## config.mk

```make
export PLATFORM = sky130hd
export DESIGN_NAME = wdg_timer
export DESIGN_NICKNAME = d
export VERILOG_FILES = /design/src/wdg_pkg.sv /design/src/wdg_rc_osc.sv /design/src/wdg_timer.sv
export SDC_FILE = /design/constraint.sdc
export NUM_CORES = 1
export LEC_CHECK = 0
export BUFFER_PORTS_ARGS = -buffer_cell sky130_fd_sc_hd__buf_2
export CAP_MARGIN = 0
export CELL_PAD_IN_SITES_DETAIL_PLACEMENT = 1
export CELL_PAD_IN_SITES_GLOBAL_PLACEMENT = 2
export CORE_ASPECT_RATIO = 1.5
export CORE_MARGIN = 2
export CORE_UTILIZATION = 33
export CTS_BUF_LIST = sky130_fd_sc_hd__clkbuf_8
export DETAILED_ROUTE_END_ITERATION = 10
export PLACE_DENSITY_LB_ADDON = 0.1
export SYNTH_ARGS = -nofsm -noshare
export SYNTH_HDL_FRONTEND = slang
export SYNTH_SLANG_ARGS = --single-unit
export TNS_END_PERCENT = 10
```

## constraint.sdc

```tcl
create_clock -name mclk -period 2.2 [get_ports mclk]
set_clock_uncertainty 0.2 [all_clocks]
set_input_delay 0.55 -clock mclk [delete_from_list [all_inputs] [get_ports mclk]]
set_output_delay 0.55 -clock mclk [all_outputs]
set_load 0.02 [all_outputs]
```

## src/wdg_pkg.sv

```systemverilog
// package of constants, register map and carrier types for the watchdog block
// assumes one 40 MHz clock mclk and an avalon-mm slave port with waitrequest
// Summary of operation
// - retriggerable one-shot; resets or interrupts at terminal count
// - counter advances only on dedicated oscillator ticks
// - only on and off; once on, stays on until reset
// - enabled by instruction or always-on option bit
// - always-on option runs watchdog without any instruction
// - clearing oscillator enable stops the rc oscillator
// - stopped oscillator means no counting, no time-out
// - 16-bit reloadable down-counter, two 8-bit reload registers
// - high byte bits 15..8, low byte 7..0
// - period in ms equals reload value over ten
// - time-out response selectable: short reset or exception
// - response bit 0 interrupts; 1 (default) short reset
package wdg_pkg;

	// ************************************************************
	// bus and data widths
	// ************************************************************
	localparam int ADDR_W = 5;
	localparam int DATA_W = 32;
	localparam int CNT_W = 16;
	localparam int BYTE_W = 8;

	// ************************************************************
	// register byte offsets
	// ************************************************************
	localparam logic [ADDR_W-1:0] OFS_RELOAD_HIGH = 5'h00;
	localparam logic [ADDR_W-1:0] OFS_RELOAD_LOW = 5'h04;
	localparam logic [ADDR_W-1:0] OFS_OSC_CTRL = 5'h08;
	localparam logic [ADDR_W-1:0] OFS_OPTION = 5'h0c;
	localparam logic [ADDR_W-1:0] OFS_COMMAND = 5'h10;
	localparam logic [ADDR_W-1:0] OFS_STATUS = 5'h14;
	localparam logic [ADDR_W-1:0] OFS_MASK = 5'h18;
	localparam logic [ADDR_W-1:0] OFS_COUNT = 5'h1c;

	// ************************************************************
	// field positions
	// ************************************************************
	localparam int BIT_OSC_ENABLE = 0;
	localparam int BIT_ALWAYS_ON = 0;
	localparam int BIT_RESP_SELECT = 1;
	localparam int BIT_CMD_INSTR = 0;
	localparam int BIT_ST_TIMEOUT = 0;
	localparam int BIT_ST_RESET = 1;
	localparam int BIT_RUNNING = 8;
	localparam int EVT_W = 2;

	// ************************************************************
	// values after reset
	// ************************************************************
	localparam logic [BYTE_W-1:0] RST_RELOAD_HIGH = 8'h04;
	localparam logic [BYTE_W-1:0] RST_RELOAD_LOW = 8'h00;
	localparam logic RST_OSC_ENABLE = 1'b1;
	localparam logic RST_ALWAYS_ON = 1'b0;
	localparam logic RST_RESP_SELECT = 1'b1;
	localparam logic [EVT_W-1:0] RST_MASK = 2'h0;
	localparam logic [CNT_W-1:0] RST_COUNT = 16'hffff;

	// ************************************************************
	// timing: system clock and nominal rc oscillator
	// ************************************************************
	localparam int MCLK_HZ = 40000000;
	localparam int RC_OSC_HZ = 10000;
	localparam int OSC_DIV_CYCLES = MCLK_HZ / RC_OSC_HZ;
	localparam int RESET_PULSE_CYCLES = 8;

	// ************************************************************
	// carrier types
	// ************************************************************
	typedef struct packed
	{
		logic [ADDR_W-1:0] address;
		logic read;
		logic write;
		logic [DATA_W-1:0] writedata;
	} wdg_avs_req_s;

	typedef enum logic [1:0]
	{
		WDG_OFF = 2'b01,
		WDG_ON = 2'b10
	} wdg_state_e;

endpackage : wdg_pkg

```

## src/wdg_rc_osc.sv

```systemverilog
// dedicated tick source standing in for the on-chip rc oscillator
// assumes mclk free running; tick is a one-cycle pulse per oscillator period
`timescale 1ns/100ps
module wdg_rc_osc
#(
	parameter int DIV = wdg_pkg::OSC_DIV_CYCLES
)
(
	input wire logic mclk, // system clock
	input wire logic arst_n, // async reset, active low
	input wire logic osc_enable, // oscillator runs while high
	output logic osc_tick // one pulse per oscillator period
);
	import wdg_pkg::*;

	logic [12:0] phase_reg;

	// ************************************************************
	// divider: stops and restarts from zero when disabled
	// ************************************************************
	always_ff @(posedge mclk or negedge arst_n)
	begin
		if (!arst_n)
		begin
			phase_reg <= 13'h0000;
			osc_tick <= 1'b0;
		end
		else if (!osc_enable)
		begin
			phase_reg <= 13'h0000;
			osc_tick <= 1'b0;
		end
		else if (phase_reg == 13'(DIV - 1))
		begin
			phase_reg <= 13'h0000;
			osc_tick <= 1'b1;
		end
		else
		begin
			phase_reg <= phase_reg + 13'h0001;
			osc_tick <= 1'b0;
		end
	end

endmodule : wdg_rc_osc

```

## src/wdg_timer.sv

```systemverilog
// watchdog top: avalon-mm register slave, down-counter and time-out response
// assumes a single 40 MHz clock; software is the only party on the far side
`timescale 1ns/100ps
module wdg_timer
#(
	parameter int OSC_DIV = wdg_pkg::OSC_DIV_CYCLES,
	parameter int RESET_LEN = wdg_pkg::RESET_PULSE_CYCLES
)
(
	input wire logic mclk, // system clock, 40 MHz
	input wire logic arst_n, // async reset, active low
	input wire wdg_pkg::wdg_avs_req_s avs_req, // address, read, write, writedata
	output logic [wdg_pkg::DATA_W-1:0] avs_readdata, // read data
	output logic avs_waitrequest, // low for the accepting cycle
	output logic irq, // level interrupt, unmasked status set
	output logic short_reset, // short reset request to the device
	output logic running // watchdog is on
);
	import wdg_pkg::*;

	// ************************************************************
	// declarations
	// ************************************************************
	logic [BYTE_W-1:0] reload_high_byte_reg;
	logic [BYTE_W-1:0] reload_low_byte_reg;
	logic wdog_osc_enable_reg;
	logic always_on_option_reg;
	logic timeout_response_select_reg;
	logic [EVT_W-1:0] status_reg;
	logic [EVT_W-1:0] status_next;
	logic [EVT_W-1:0] mask_reg;
	logic [CNT_W-1:0] watchdog_counter_reg;
	logic [CNT_W-1:0] watchdog_counter_next;
	wdg_state_e state_reg;
	wdg_state_e state_next;
	logic [7:0] reset_len_reg;
	logic osc_tick;
	logic osc_tick_raw;
	logic accept;
	logic wr_hit;
	logic instr_pulse;
	logic timeout_evt;
	logic [EVT_W-1:0] evt_set;
	logic [EVT_W-1:0] evt_clr;
	logic [DATA_W-1:0] read_mux;

	// ************************************************************
	// helper functions
	// ************************************************************

	// true when a byte address matches a register offset
	function automatic logic hit(input logic [ADDR_W-1:0] a, input logic [ADDR_W-1:0] ofs);
		hit = (a == ofs);
	endfunction : hit

	// reload value built from the two byte registers
	function automatic logic [CNT_W-1:0] reload_value(input logic [BYTE_W-1:0] hi,
		input logic [BYTE_W-1:0] lo);
		reload_value = {hi, lo};
	endfunction : reload_value

	// ************************************************************
	// avalon handshake
	// ************************************************************

	// a request is accepted in the cycle waitrequest is low
	assign accept = (avs_req.read || avs_req.write) && !avs_waitrequest;
	assign wr_hit = accept && avs_req.write;

	// waitrequest drops for one cycle after a request is seen
	always_ff @(posedge mclk or negedge arst_n)
	begin
		if (!arst_n)
			avs_waitrequest <= 1'b1;
		else if ((avs_req.read || avs_req.write) && avs_waitrequest)
			avs_waitrequest <= 1'b0;
		else
			avs_waitrequest <= 1'b1;
	end

	// ************************************************************
	// read data
	// ************************************************************

	// read multiplexer; unmapped offsets read as zero
	always_comb
	begin
		read_mux = '0;
		unique case (1'b1)
			hit(avs_req.address, OFS_RELOAD_HIGH):
				read_mux[BYTE_W-1:0] = reload_high_byte_reg;
			hit(avs_req.address, OFS_RELOAD_LOW):
				read_mux[BYTE_W-1:0] = reload_low_byte_reg;
			hit(avs_req.address, OFS_OSC_CTRL):
				read_mux[BIT_OSC_ENABLE] = wdog_osc_enable_reg;
			hit(avs_req.address, OFS_OPTION):
			begin
				read_mux[BIT_ALWAYS_ON] = always_on_option_reg;
				read_mux[BIT_RESP_SELECT] = timeout_response_select_reg;
			end
			hit(avs_req.address, OFS_STATUS):
			begin
				read_mux[EVT_W-1:0] = status_reg;
				read_mux[BIT_RUNNING] = (state_reg == WDG_ON);
			end
			hit(avs_req.address, OFS_MASK):
				read_mux[EVT_W-1:0] = mask_reg;
			hit(avs_req.address, OFS_COUNT):
				read_mux[CNT_W-1:0] = watchdog_counter_reg;
			default:
				read_mux = '0;
		endcase
	end

	// read data captured while waitrequest is still high
	always_ff @(posedge mclk or negedge arst_n)
	begin
		if (!arst_n)
			avs_readdata <= 32'h0000_0000;
		else if (avs_req.read && avs_waitrequest)
			avs_readdata <= read_mux;
	end

	// ************************************************************
	// writable registers
	// ************************************************************

	// reload bytes
	always_ff @(posedge mclk or negedge arst_n)
	begin
		if (!arst_n)
		begin
			reload_high_byte_reg <= RST_RELOAD_HIGH;
			reload_low_byte_reg <= RST_RELOAD_LOW;
		end
		else if (wr_hit && hit(avs_req.address, OFS_RELOAD_HIGH))
			reload_high_byte_reg <= avs_req.writedata[BYTE_W-1:0];
		else if (wr_hit && hit(avs_req.address, OFS_RELOAD_LOW))
			reload_low_byte_reg <= avs_req.writedata[BYTE_W-1:0];
	end

	// oscillator control
	always_ff @(posedge mclk or negedge arst_n)
	begin
		if (!arst_n)
			wdog_osc_enable_reg <= RST_OSC_ENABLE;
		else if (wr_hit && hit(avs_req.address, OFS_OSC_CTRL))
			wdog_osc_enable_reg <= avs_req.writedata[BIT_OSC_ENABLE];
	end

	// option bits: always-on and time-out response
	always_ff @(posedge mclk or negedge arst_n)
	begin
		if (!arst_n)
		begin
			always_on_option_reg <= RST_ALWAYS_ON;
			timeout_response_select_reg <= RST_RESP_SELECT;
		end
		else if (wr_hit && hit(avs_req.address, OFS_OPTION))
		begin
			always_on_option_reg <= avs_req.writedata[BIT_ALWAYS_ON];
			timeout_response_select_reg <= avs_req.writedata[BIT_RESP_SELECT];
		end
	end

	// interrupt mask
	always_ff @(posedge mclk or negedge arst_n)
	begin
		if (!arst_n)
			mask_reg <= RST_MASK;
		else if (wr_hit && hit(avs_req.address, OFS_MASK))
			mask_reg <= avs_req.writedata[EVT_W-1:0];
	end

	// watchdog instruction: write of a one to the command bit
	assign instr_pulse = wr_hit && hit(avs_req.address, OFS_COMMAND)
		&& avs_req.writedata[BIT_CMD_INSTR];

	// ************************************************************
	// dedicated oscillator
	// ************************************************************

	// tick source, halted when the enable bit is clear
	wdg_rc_osc
	#(
		.DIV(OSC_DIV)
	)
	u_rc_osc
	(
		.mclk(mclk),
		.arst_n(arst_n),
		.osc_enable(wdog_osc_enable_reg),
		.osc_tick(osc_tick_raw)
	);

	// a tick already in flight when the enable drops is discarded
	assign osc_tick = osc_tick_raw && wdog_osc_enable_reg;

	// ************************************************************
	// on/off state
	// ************************************************************

	// off until instruction or always-on; never returns to off
	always_comb
	begin
		state_next = state_reg;
		unique case (state_reg)
			WDG_OFF:
				if (instr_pulse || always_on_option_reg)
					state_next = WDG_ON;
			WDG_ON:
				state_next = WDG_ON;
			default:
				state_next = WDG_OFF;
		endcase
	end

	// state register
	always_ff @(posedge mclk or negedge arst_n)
	begin
		if (!arst_n)
			state_reg <= WDG_OFF;
		else
			state_reg <= state_next;
	end

	// ************************************************************
	// down-counter
	// ************************************************************

	// time-out when an oscillator tick finds the count at one or below
	assign timeout_evt = (state_reg == WDG_ON) && osc_tick
		&& (watchdog_counter_reg <= 16'h0001) && !instr_pulse;

	// next count: reload on enable, refresh or time-out, else count down
	always_comb
	begin
		watchdog_counter_next = watchdog_counter_reg;
		if (state_reg == WDG_OFF)
		begin
			if (state_next == WDG_ON)
				watchdog_counter_next = reload_value(reload_high_byte_reg,
					reload_low_byte_reg);
		end
		else if (instr_pulse)
			watchdog_counter_next = reload_value(reload_high_byte_reg,
				reload_low_byte_reg);
		else if (timeout_evt)
			watchdog_counter_next = reload_value(reload_high_byte_reg,
				reload_low_byte_reg);
		else if (osc_tick)
			watchdog_counter_next = watchdog_counter_reg - 16'h0001;
	end

	// counter register
	always_ff @(posedge mclk or negedge arst_n)
	begin
		if (!arst_n)
			watchdog_counter_reg <= RST_COUNT;
		else
			watchdog_counter_reg <= watchdog_counter_next;
	end

	// ************************************************************
	// time-out response
	// ************************************************************

	// short reset pulse of fixed length when response bit is one
	always_ff @(posedge mclk or negedge arst_n)
	begin
		if (!arst_n)
			reset_len_reg <= 8'h00;
		else if (timeout_evt && timeout_response_select_reg)
			reset_len_reg <= 8'(RESET_LEN);
		else if (reset_len_reg != 8'h00)
			reset_len_reg <= reset_len_reg - 8'h01;
	end

	// reset output from a flip-flop
	always_ff @(posedge mclk or negedge arst_n)
	begin
		if (!arst_n)
			short_reset <= 1'b0;
		else
			short_reset <= (timeout_evt && timeout_response_select_reg)
				|| (reset_len_reg > 8'h01);
	end

	// ************************************************************
	// status, mask and interrupt
	// ************************************************************

	// events: interrupt-kind and reset-kind time-outs
	assign evt_set[BIT_ST_TIMEOUT] = timeout_evt && !timeout_response_select_reg;
	assign evt_set[BIT_ST_RESET] = timeout_evt && timeout_response_select_reg;

	// write one to clear; a set in the same cycle wins
	assign evt_clr = (wr_hit && hit(avs_req.address, OFS_STATUS))
		? avs_req.writedata[EVT_W-1:0] : '0;
	assign status_next = (status_reg & ~evt_clr) | evt_set;

	// sticky status
	always_ff @(posedge mclk or negedge arst_n)
	begin
		if (!arst_n)
			status_reg <= '0;
		else
			status_reg <= status_next;
	end

	// level interrupt while any unmasked status bit is set
	always_ff @(posedge mclk or negedge arst_n)
	begin
		if (!arst_n)
			irq <= 1'b0;
		else
			irq <= |(status_next & mask_reg);
	end

	// running indication
	always_ff @(posedge mclk or negedge arst_n)
	begin
		if (!arst_n)
			running <= 1'b0;
		else
			running <= (state_next == WDG_ON);
	end

endmodule : wdg_timer

```

== Word-level counts from Yosys, hierarchy flattened ==
Cells that the tools add are included.

* Input bits: 41
* Word-level logic and storage cells: 90
* Register bits: 83

* Magnitude comparators: 2
* Reduce and logical (&&, ||, !) cells: 31
* Eq/ne operators: 12
* Bitwise gates (word level): 5
* $add $sub $neg: 3
* Muxes and demuxes: 20

{| class="wikitable"
|+ Operators with widths
! kind !! count
|-
| 16-bit 2-to-1 mux || 5
|-
| 13-bit 2-to-1 mux || 2
|-
| 5-bit equality test, second input constant || 4
|-
| 1-bit logical AND || 18
|-
| 6-bit case mux with 3 select lines || 1
|-
| 16-bit by 1-bit less-or-equal comparator with 1-bit output, second input constant || 1
|-
| 8-bit 2-to-1 mux || 2
|-
| 16-bit by 1-bit subtractor with 16-bit output, second input constant || 1
|-
| 13-bit by 1-bit adder with 13-bit output, second input constant || 1
|-
| 13-bit by 12-bit equality test with 1-bit output, second input constant || 1
|-
| 5-bit by 4-bit equality test with 1-bit output, second input constant || 2
|-
| 8-bit by 1-bit > comparator with 1-bit output, second input constant || 1
|-
| 8-bit nonzero test || 1
|-
| 8-bit by 1-bit subtractor with 8-bit output, second input constant || 1
|-
| 7-bit 2-to-1 mux || 1
|-
| 1-bit case mux with 7 select lines || 1
|-
| 1-bit case mux with 6 select lines || 1
|-
| 5-bit by 3-bit equality test with 1-bit output, second input constant || 1
|-
| 5-bit logical NOT || 1
|-
| 2-bit AND || 2
|-
| 2-bit equality test, second input constant || 2
|-
| 2-bit 2-to-1 mux || 2
|-
| 2-bit case mux with 2 select lines || 1
|-
| 2-bit AND reduction || 2
|-
| 12 further kinds || 18
|}

== Logic depth before layout (Yosys ltp) ==
* Word-level depth: 11
* Mapped depth: 8
* Mapped depth without buffers: 7

== By module ==
A second synthesis with hierarchy kept.

* Cells, all modules: 437
* Area, all modules: 4,476.8 µm²

{| class="wikitable"
|+ By module, submodules not included
! module !! instances !! area an instance (µm²) !! seq. area each (µm²) !! cells each
|-
| wdg_timer || 1 || 3,806.2 || 1,752.9 || 373
|-
| wdg_rc_osc || 1 || 670.6 || 350.3 || 64
|}

== Least setup slack after synthesis ==
OpenSTA, ideal clock, no wires.

* Path kind: in2reg
* Start point: input avs_req[36] (netlist bit)
* End point: register watchdog_counter_reg[8]
* Data arrival time: 2.053 ns
* Library setup time: 0.075 ns
* Slack: -0.129 ns
* Cell stages on the path: 7
* Cell sequence: clkbuf_1 > or3b_1 > o311ai_1 > o211ai_1 > buf_2 > a21oi_1 > a2bb2oi_1

* Longest elaborated chain between the ends: 9
* Elaborated cells between the ends (all ways): 15
* Classes of those cells: eq/ne: 3; mux: 5; reduce/logical: 7

{| class="wikitable"
|+ Ends and longest elaborated chain
! item !! line !! text
|-
| start: declaration || wdg_timer.sv:12 || <nowiki>input wire wdg_pkg::wdg_avs_req_s avs_req,</nowiki>
|-
| 5-bit equality test (*) || wdg_timer.sv:53 || <nowiki>hit = (a == ofs);</nowiki>
|-
| 1-bit logical AND (*) || wdg_timer.sv:176 || <nowiki>assign instr_pulse = wr_hit && hit(avs_req.address, OFS_COMMAND)</nowiki>
|-
| 1-bit logical AND (*) || wdg_timer.sv:177 || <nowiki>&& avs_req.writedata[BIT_CMD_INSTR];</nowiki>
|-
| 1-bit logical OR || wdg_timer.sv:209 || <nowiki>if (instr_pulse || always_on_option_reg)</nowiki>
|-
| 2-bit 2-to-1 mux || wdg_timer.sv:209 ||
|-
| 2-bit case mux with 2 select lines || wdg_timer.sv:207 || <nowiki>unique case (state_reg)</nowiki>
|-
| 2-bit equality test || wdg_timer.sv:241 || <nowiki>if (state_next == WDG_ON)</nowiki>
|-
| 2-bit by 1-bit inequality test with 1-bit output (no line) || -- ||
|-
| 2-bit AND reduction (no line) || -- ||
|-
| end signal: assignment || wdg_timer.sv:261 || <nowiki>watchdog_counter_reg <= watchdog_counter_next;</nowiki>
|-
| end: declaration || wdg_timer.sv:32 || <nowiki>logic [CNT_W-1:0] watchdog_counter_reg;</nowiki>
|}

Every way passes the cells marked *; elsewhere a longest branch is shown, timed or not.
A chain may end at the register's enable or synchronous reset.

== Worst setup path in the final report ==
* Start point: register state_reg[0]
* End point: register watchdog_counter_reg[10]

* Longest elaborated chain between the ends: 7
* Elaborated cells between the ends (all ways): 14
* Classes of those cells: eq/ne: 4; mux: 5; reduce/logical: 5

{| class="wikitable"
|+ Ends and longest elaborated chain
! item !! line !! text
|-
| start: declaration || wdg_timer.sv:34 || <nowiki>wdg_state_e state_reg;</nowiki>
|-
| start signal: assignment || wdg_timer.sv:224 || <nowiki>state_reg <= state_next;</nowiki>
|-
| parallel branches: the longest is 7 deep, another holds 2-bit equality test || -- ||
|}

Several ways; the timed one is not identified.

==> summary.txt <==
status: finished with violations
failing checks: setup timing
Arr. time, crit path: 2.45 ns
PwrDens: 1090 nW/um^2
Die Y: 145 um
CTS Root Cell: clkbuf_8
Post-DRT Antenna Nets: 0
Routed met3 length: 319 um
average size of a mapped cell: 10.1 sq um
period utilization: 107%
clk_lat worst skew: 0.37 ns
Rows: 51
peak supply drop: 0.472 mV
Initial Util: 33.8%
deepest clock path buffer count: 2
FF-to-FF path depth: 7
CP Class: flop to flop
simple-gate share of the synthesized area: 18.3%
die span in x: 98.3 um
Setup crit end kind: flop
share of layout cells above drive strength 1: 35.7%
sequential area share after synthesis: 47.8%
area of the multi-input gates: 2200 sq um
area of placed instances: 5200 sq um
hpwl dp: 9.70 mm
power share of the clock group: 24.5%
first-pass GRT wire length: 21.3 mm
worst-path cell chain: inv_2, ha_4, or4b_4, or4_4, o21ai_4, a22oi_1, o2bb2ai_1
Synth Register Bits: 83
CP max-delay cell: or4b_4
Core ar.: 13000 sq um
length of the first detailed-routing pass in iterations: 4
CP startpoint: state_reg[0]
CP startpoint kind: flop
worst r2r src: state_reg[0]
Tightest Pin Transition: 0.501 ns
crit path max fanout: 5
initial antenna violation count: 0
Synth cell types: 58
Port-buffer cells: 36
ys async rst share: 100%
detailed-routed wire length on met2: 7.47 mm
reg-to-reg setup timing slack: -0.14 ns
count of flip-flops with a built-in enable after synthesis: 0
worst slack, placed: -0.368 ns
vias in the first global route: 4064
Post-Synth Adder-Cell Area: 1.99%
fin. max-slew vios: 0
final hold vios: 0
H-tree depth: 3
Leak: 0.00248 uW
GR Overflow Total: 0
Ant. Diodes: 0
largest family of logic cells by synthesized area: simple AND/OR/NAND/NOR gates
synthesized area: 4400 sq um
unrepaired setup endpoints after global routing: true
Post-Route M1 WL: 4.92 mm
P_int: 3930 uW
vias per cell: 5.24
Fmax: 0.427 GHz
Synth Area in Compound Gates: 14.9%
setup ws final: -0.144 ns
top_reg_cell synth: dfrtp_1
final wirelength: 13.0 mm
RD Place Congestion: 0.807
CTS clk-pin slew, worst paths: 0.09 ns
clk sinks: 83
NetSw: 2150 uW
cts bufs inserted: 9
worst path required time: 2.30 ns
switching share of power: 35.3%
uppermost layer routed: met4
Min-Delay Path Class: input port to asynchronous set/reset pin
largest net degree at the start of global routing: 84
WHS: 0.00651 ns
DR iter-0 viols: 121
Mapped Cells: 437
FILL cells: 1510
slowest stage delay, CP: 0.49 ns
Tot Pwr: 6080 uW
Post-Synth XOR/XNOR Area: 3.19%
post-synthesis mux area share: 8.22%
GRT Util Overall: 19.0%
nets: 581
die area: 14300 sq um
Sequential Area: 2100 sq um
Worst setup endpoint: watchdog_counter_reg[10]
R2R Path End: watchdog_counter_reg[10]
Tmin final: 2.34 ns
area grow syn2layout: 26.6%
TritonCTS clock tree: yes
Final TNS setup: -1.14 ns
Setup violations, final: 16
Slew HR: 66.3%
Flop pwr share: 36.3%
vias after detailed routing: 3654
I/O pins: 77
DRC: 0
max_cap viols: 0
Non-Filler Cell Area, Final: 5570 sq um
routed len/inst: 18.6 um
yosys warns: 0
Comb pwr share: 39.2%
cts hold-fix bufs: 0
worst min path at each step:
| stage | startpoint | end | slack [ns] | cells after the start |
|---|---|---|---|---|
| final | arst_n | u_rc_osc.phase_reg[3] | 0.007 | 2 |
| after detailed placement | avs_readdata[5] | avs_readdata[5] | 0.27 | 2 |
| after global routing | arst_n | u_rc_osc.phase_reg[3] | 0.03 | 2 |
| after global placement | avs_readdata[2] | avs_readdata[2] | 0.27 | 2 |
| after CTS | arst_n | running | 0.02 | 2 |
| after floorplan | arst_n | always_on_option_reg | 0.05 | 0 |
cell usage after synthesis, drive strengths merged (3+ instances only):
master | count | area share, %
nor4b | 3 | 0.60
o2bb2ai | 4 | 0.80
xor2 | 9 | 1.8
inv | 14 | 1.2
nand3 | 11 | 1.3
nor2 | 31 | 2.6
a22oi | 10 | 1.7
a2bb2oi | 8 | 1.6
nor4 | 5 | 1.1
buf | 23 | 3.6
or4 | 3 | 0.60
nor3 | 17 | 2.0
or3 | 5 | 0.74
dfstp | 21 | 13
clkbuf | 9 | 0.77
and3 | 7 | 1.0
xnor2 | 7 | 1.4
and2 | 3 | 0.43
nand2 | 47 | 4.0
a31oi | 3 | 0.43
mux2i | 8 | 1.8
mux2 | 25 | 6.4
and4 | 3 | 0.60
dfrtp | 62 | 35
nor2b | 3 | 0.43
o211ai | 3 | 0.51
a211oi | 3 | 0.51
nand2b | 3 | 0.43
ha | 7 | 2.0
nand4 | 7 | 1.0
o21ai | 32 | 3.9
a22o | 4 | 0.80
a21oi | 16 | 1.8
cells in the final DEF, fill, tap and decap left out, types with 4 or more instances in the layout:
master and count:
a21oi_2 5, o21ai_0 24, a21oi_1 11, o2bb2ai_1 4, nand4_1 7, buf_4 60, mux2_2 25, conb_1 16
nand3_1 11, a2bb2oi_1 7, o21ai_1 7, dfstp_2 21, xor2_1 9, nand2_1 47, buf_12 5, a22oi_1 10
nor3_1 16, nor2_1 31, clkbuf_8 10, buf_2 35, and3_1 7, a22o_1 4, bufinv_16 4, or3_1 4
inv_1 12, dfrtp_1 62, xnor2_1 7, ha_1 5, mux2i_1 7
worst max-delay path, delay by kind of cell, from the launching register on:
| kind | cells | cell delay [ns] |
|---|---|---|
| buffers and inverters | 1 | 0.06 |
| adder cells (fa/ha/maj) | 1 | 0.15 |
| AO/OA/AOI/OAI | 3 | 0.52 |
| flip-flops | 1 | 0.38 |
| AND/OR/NAND/NOR | 2 | 0.97 |
area by class of cell:
| cell class | instances | share of cell area, % |
|---|---|---|
| clock buffer | 10 | 2.47 |
| inverter | 14 | 0.944 |
| tap | 159 | 3.57 |
| multi-input combinational | 324 | 39.5 |
| sequential | 83 | 37.8 |
| timing repair buffer | 101 | 13.2 |
| clock inverter | 6 | 2.45 |
power groups by stage:
stage	Combinational [uW]	Clock [uW]	Sequential [uW]
final	2390	1490	2210
after CTS	2350	1540	2200
after floorplan	1260	0	2180
after global placement	2190	0	2220
after global routing	2620	1580	2250
after detailed placement	2250	0	2230
logic make-up (layout without fill, tap and decap cells):
kind of cell | after synthesis | in the layout
simple gates | 155 | 155
mux | 33 | 33
other cells | 1 | 16
buf+inv | 46 | 131
fa+ha+maj | 7 | 7
compound gates | 96 | 97
flops | 83 | 83
xor+xnor | 16 | 16
timing repair:
item	CTS	global route
gates resized for setup	13	12
setup endpoints to repair	26	25
setup buffers	1	0
pin swaps	9	3
cloned	1	0
metrics by stage:
step	utilization [%]	std cells
after global routing	42.8	697
after detailed placement	40.0	679
final	42.8	697
after global placement	40.0	679
after floorplan	-	452
after CTS	42.5	697
metal layers:
layer | GRT usage (%) | vias to the layer above
li1 | - | 1739
met1 | 20.5 | 1844
met2 | 37.0 | 54
met3 | 3.12 | 17
met4 | 6.16 | 0
met5 | 0 | -
(Power assumes the default switching activity.)
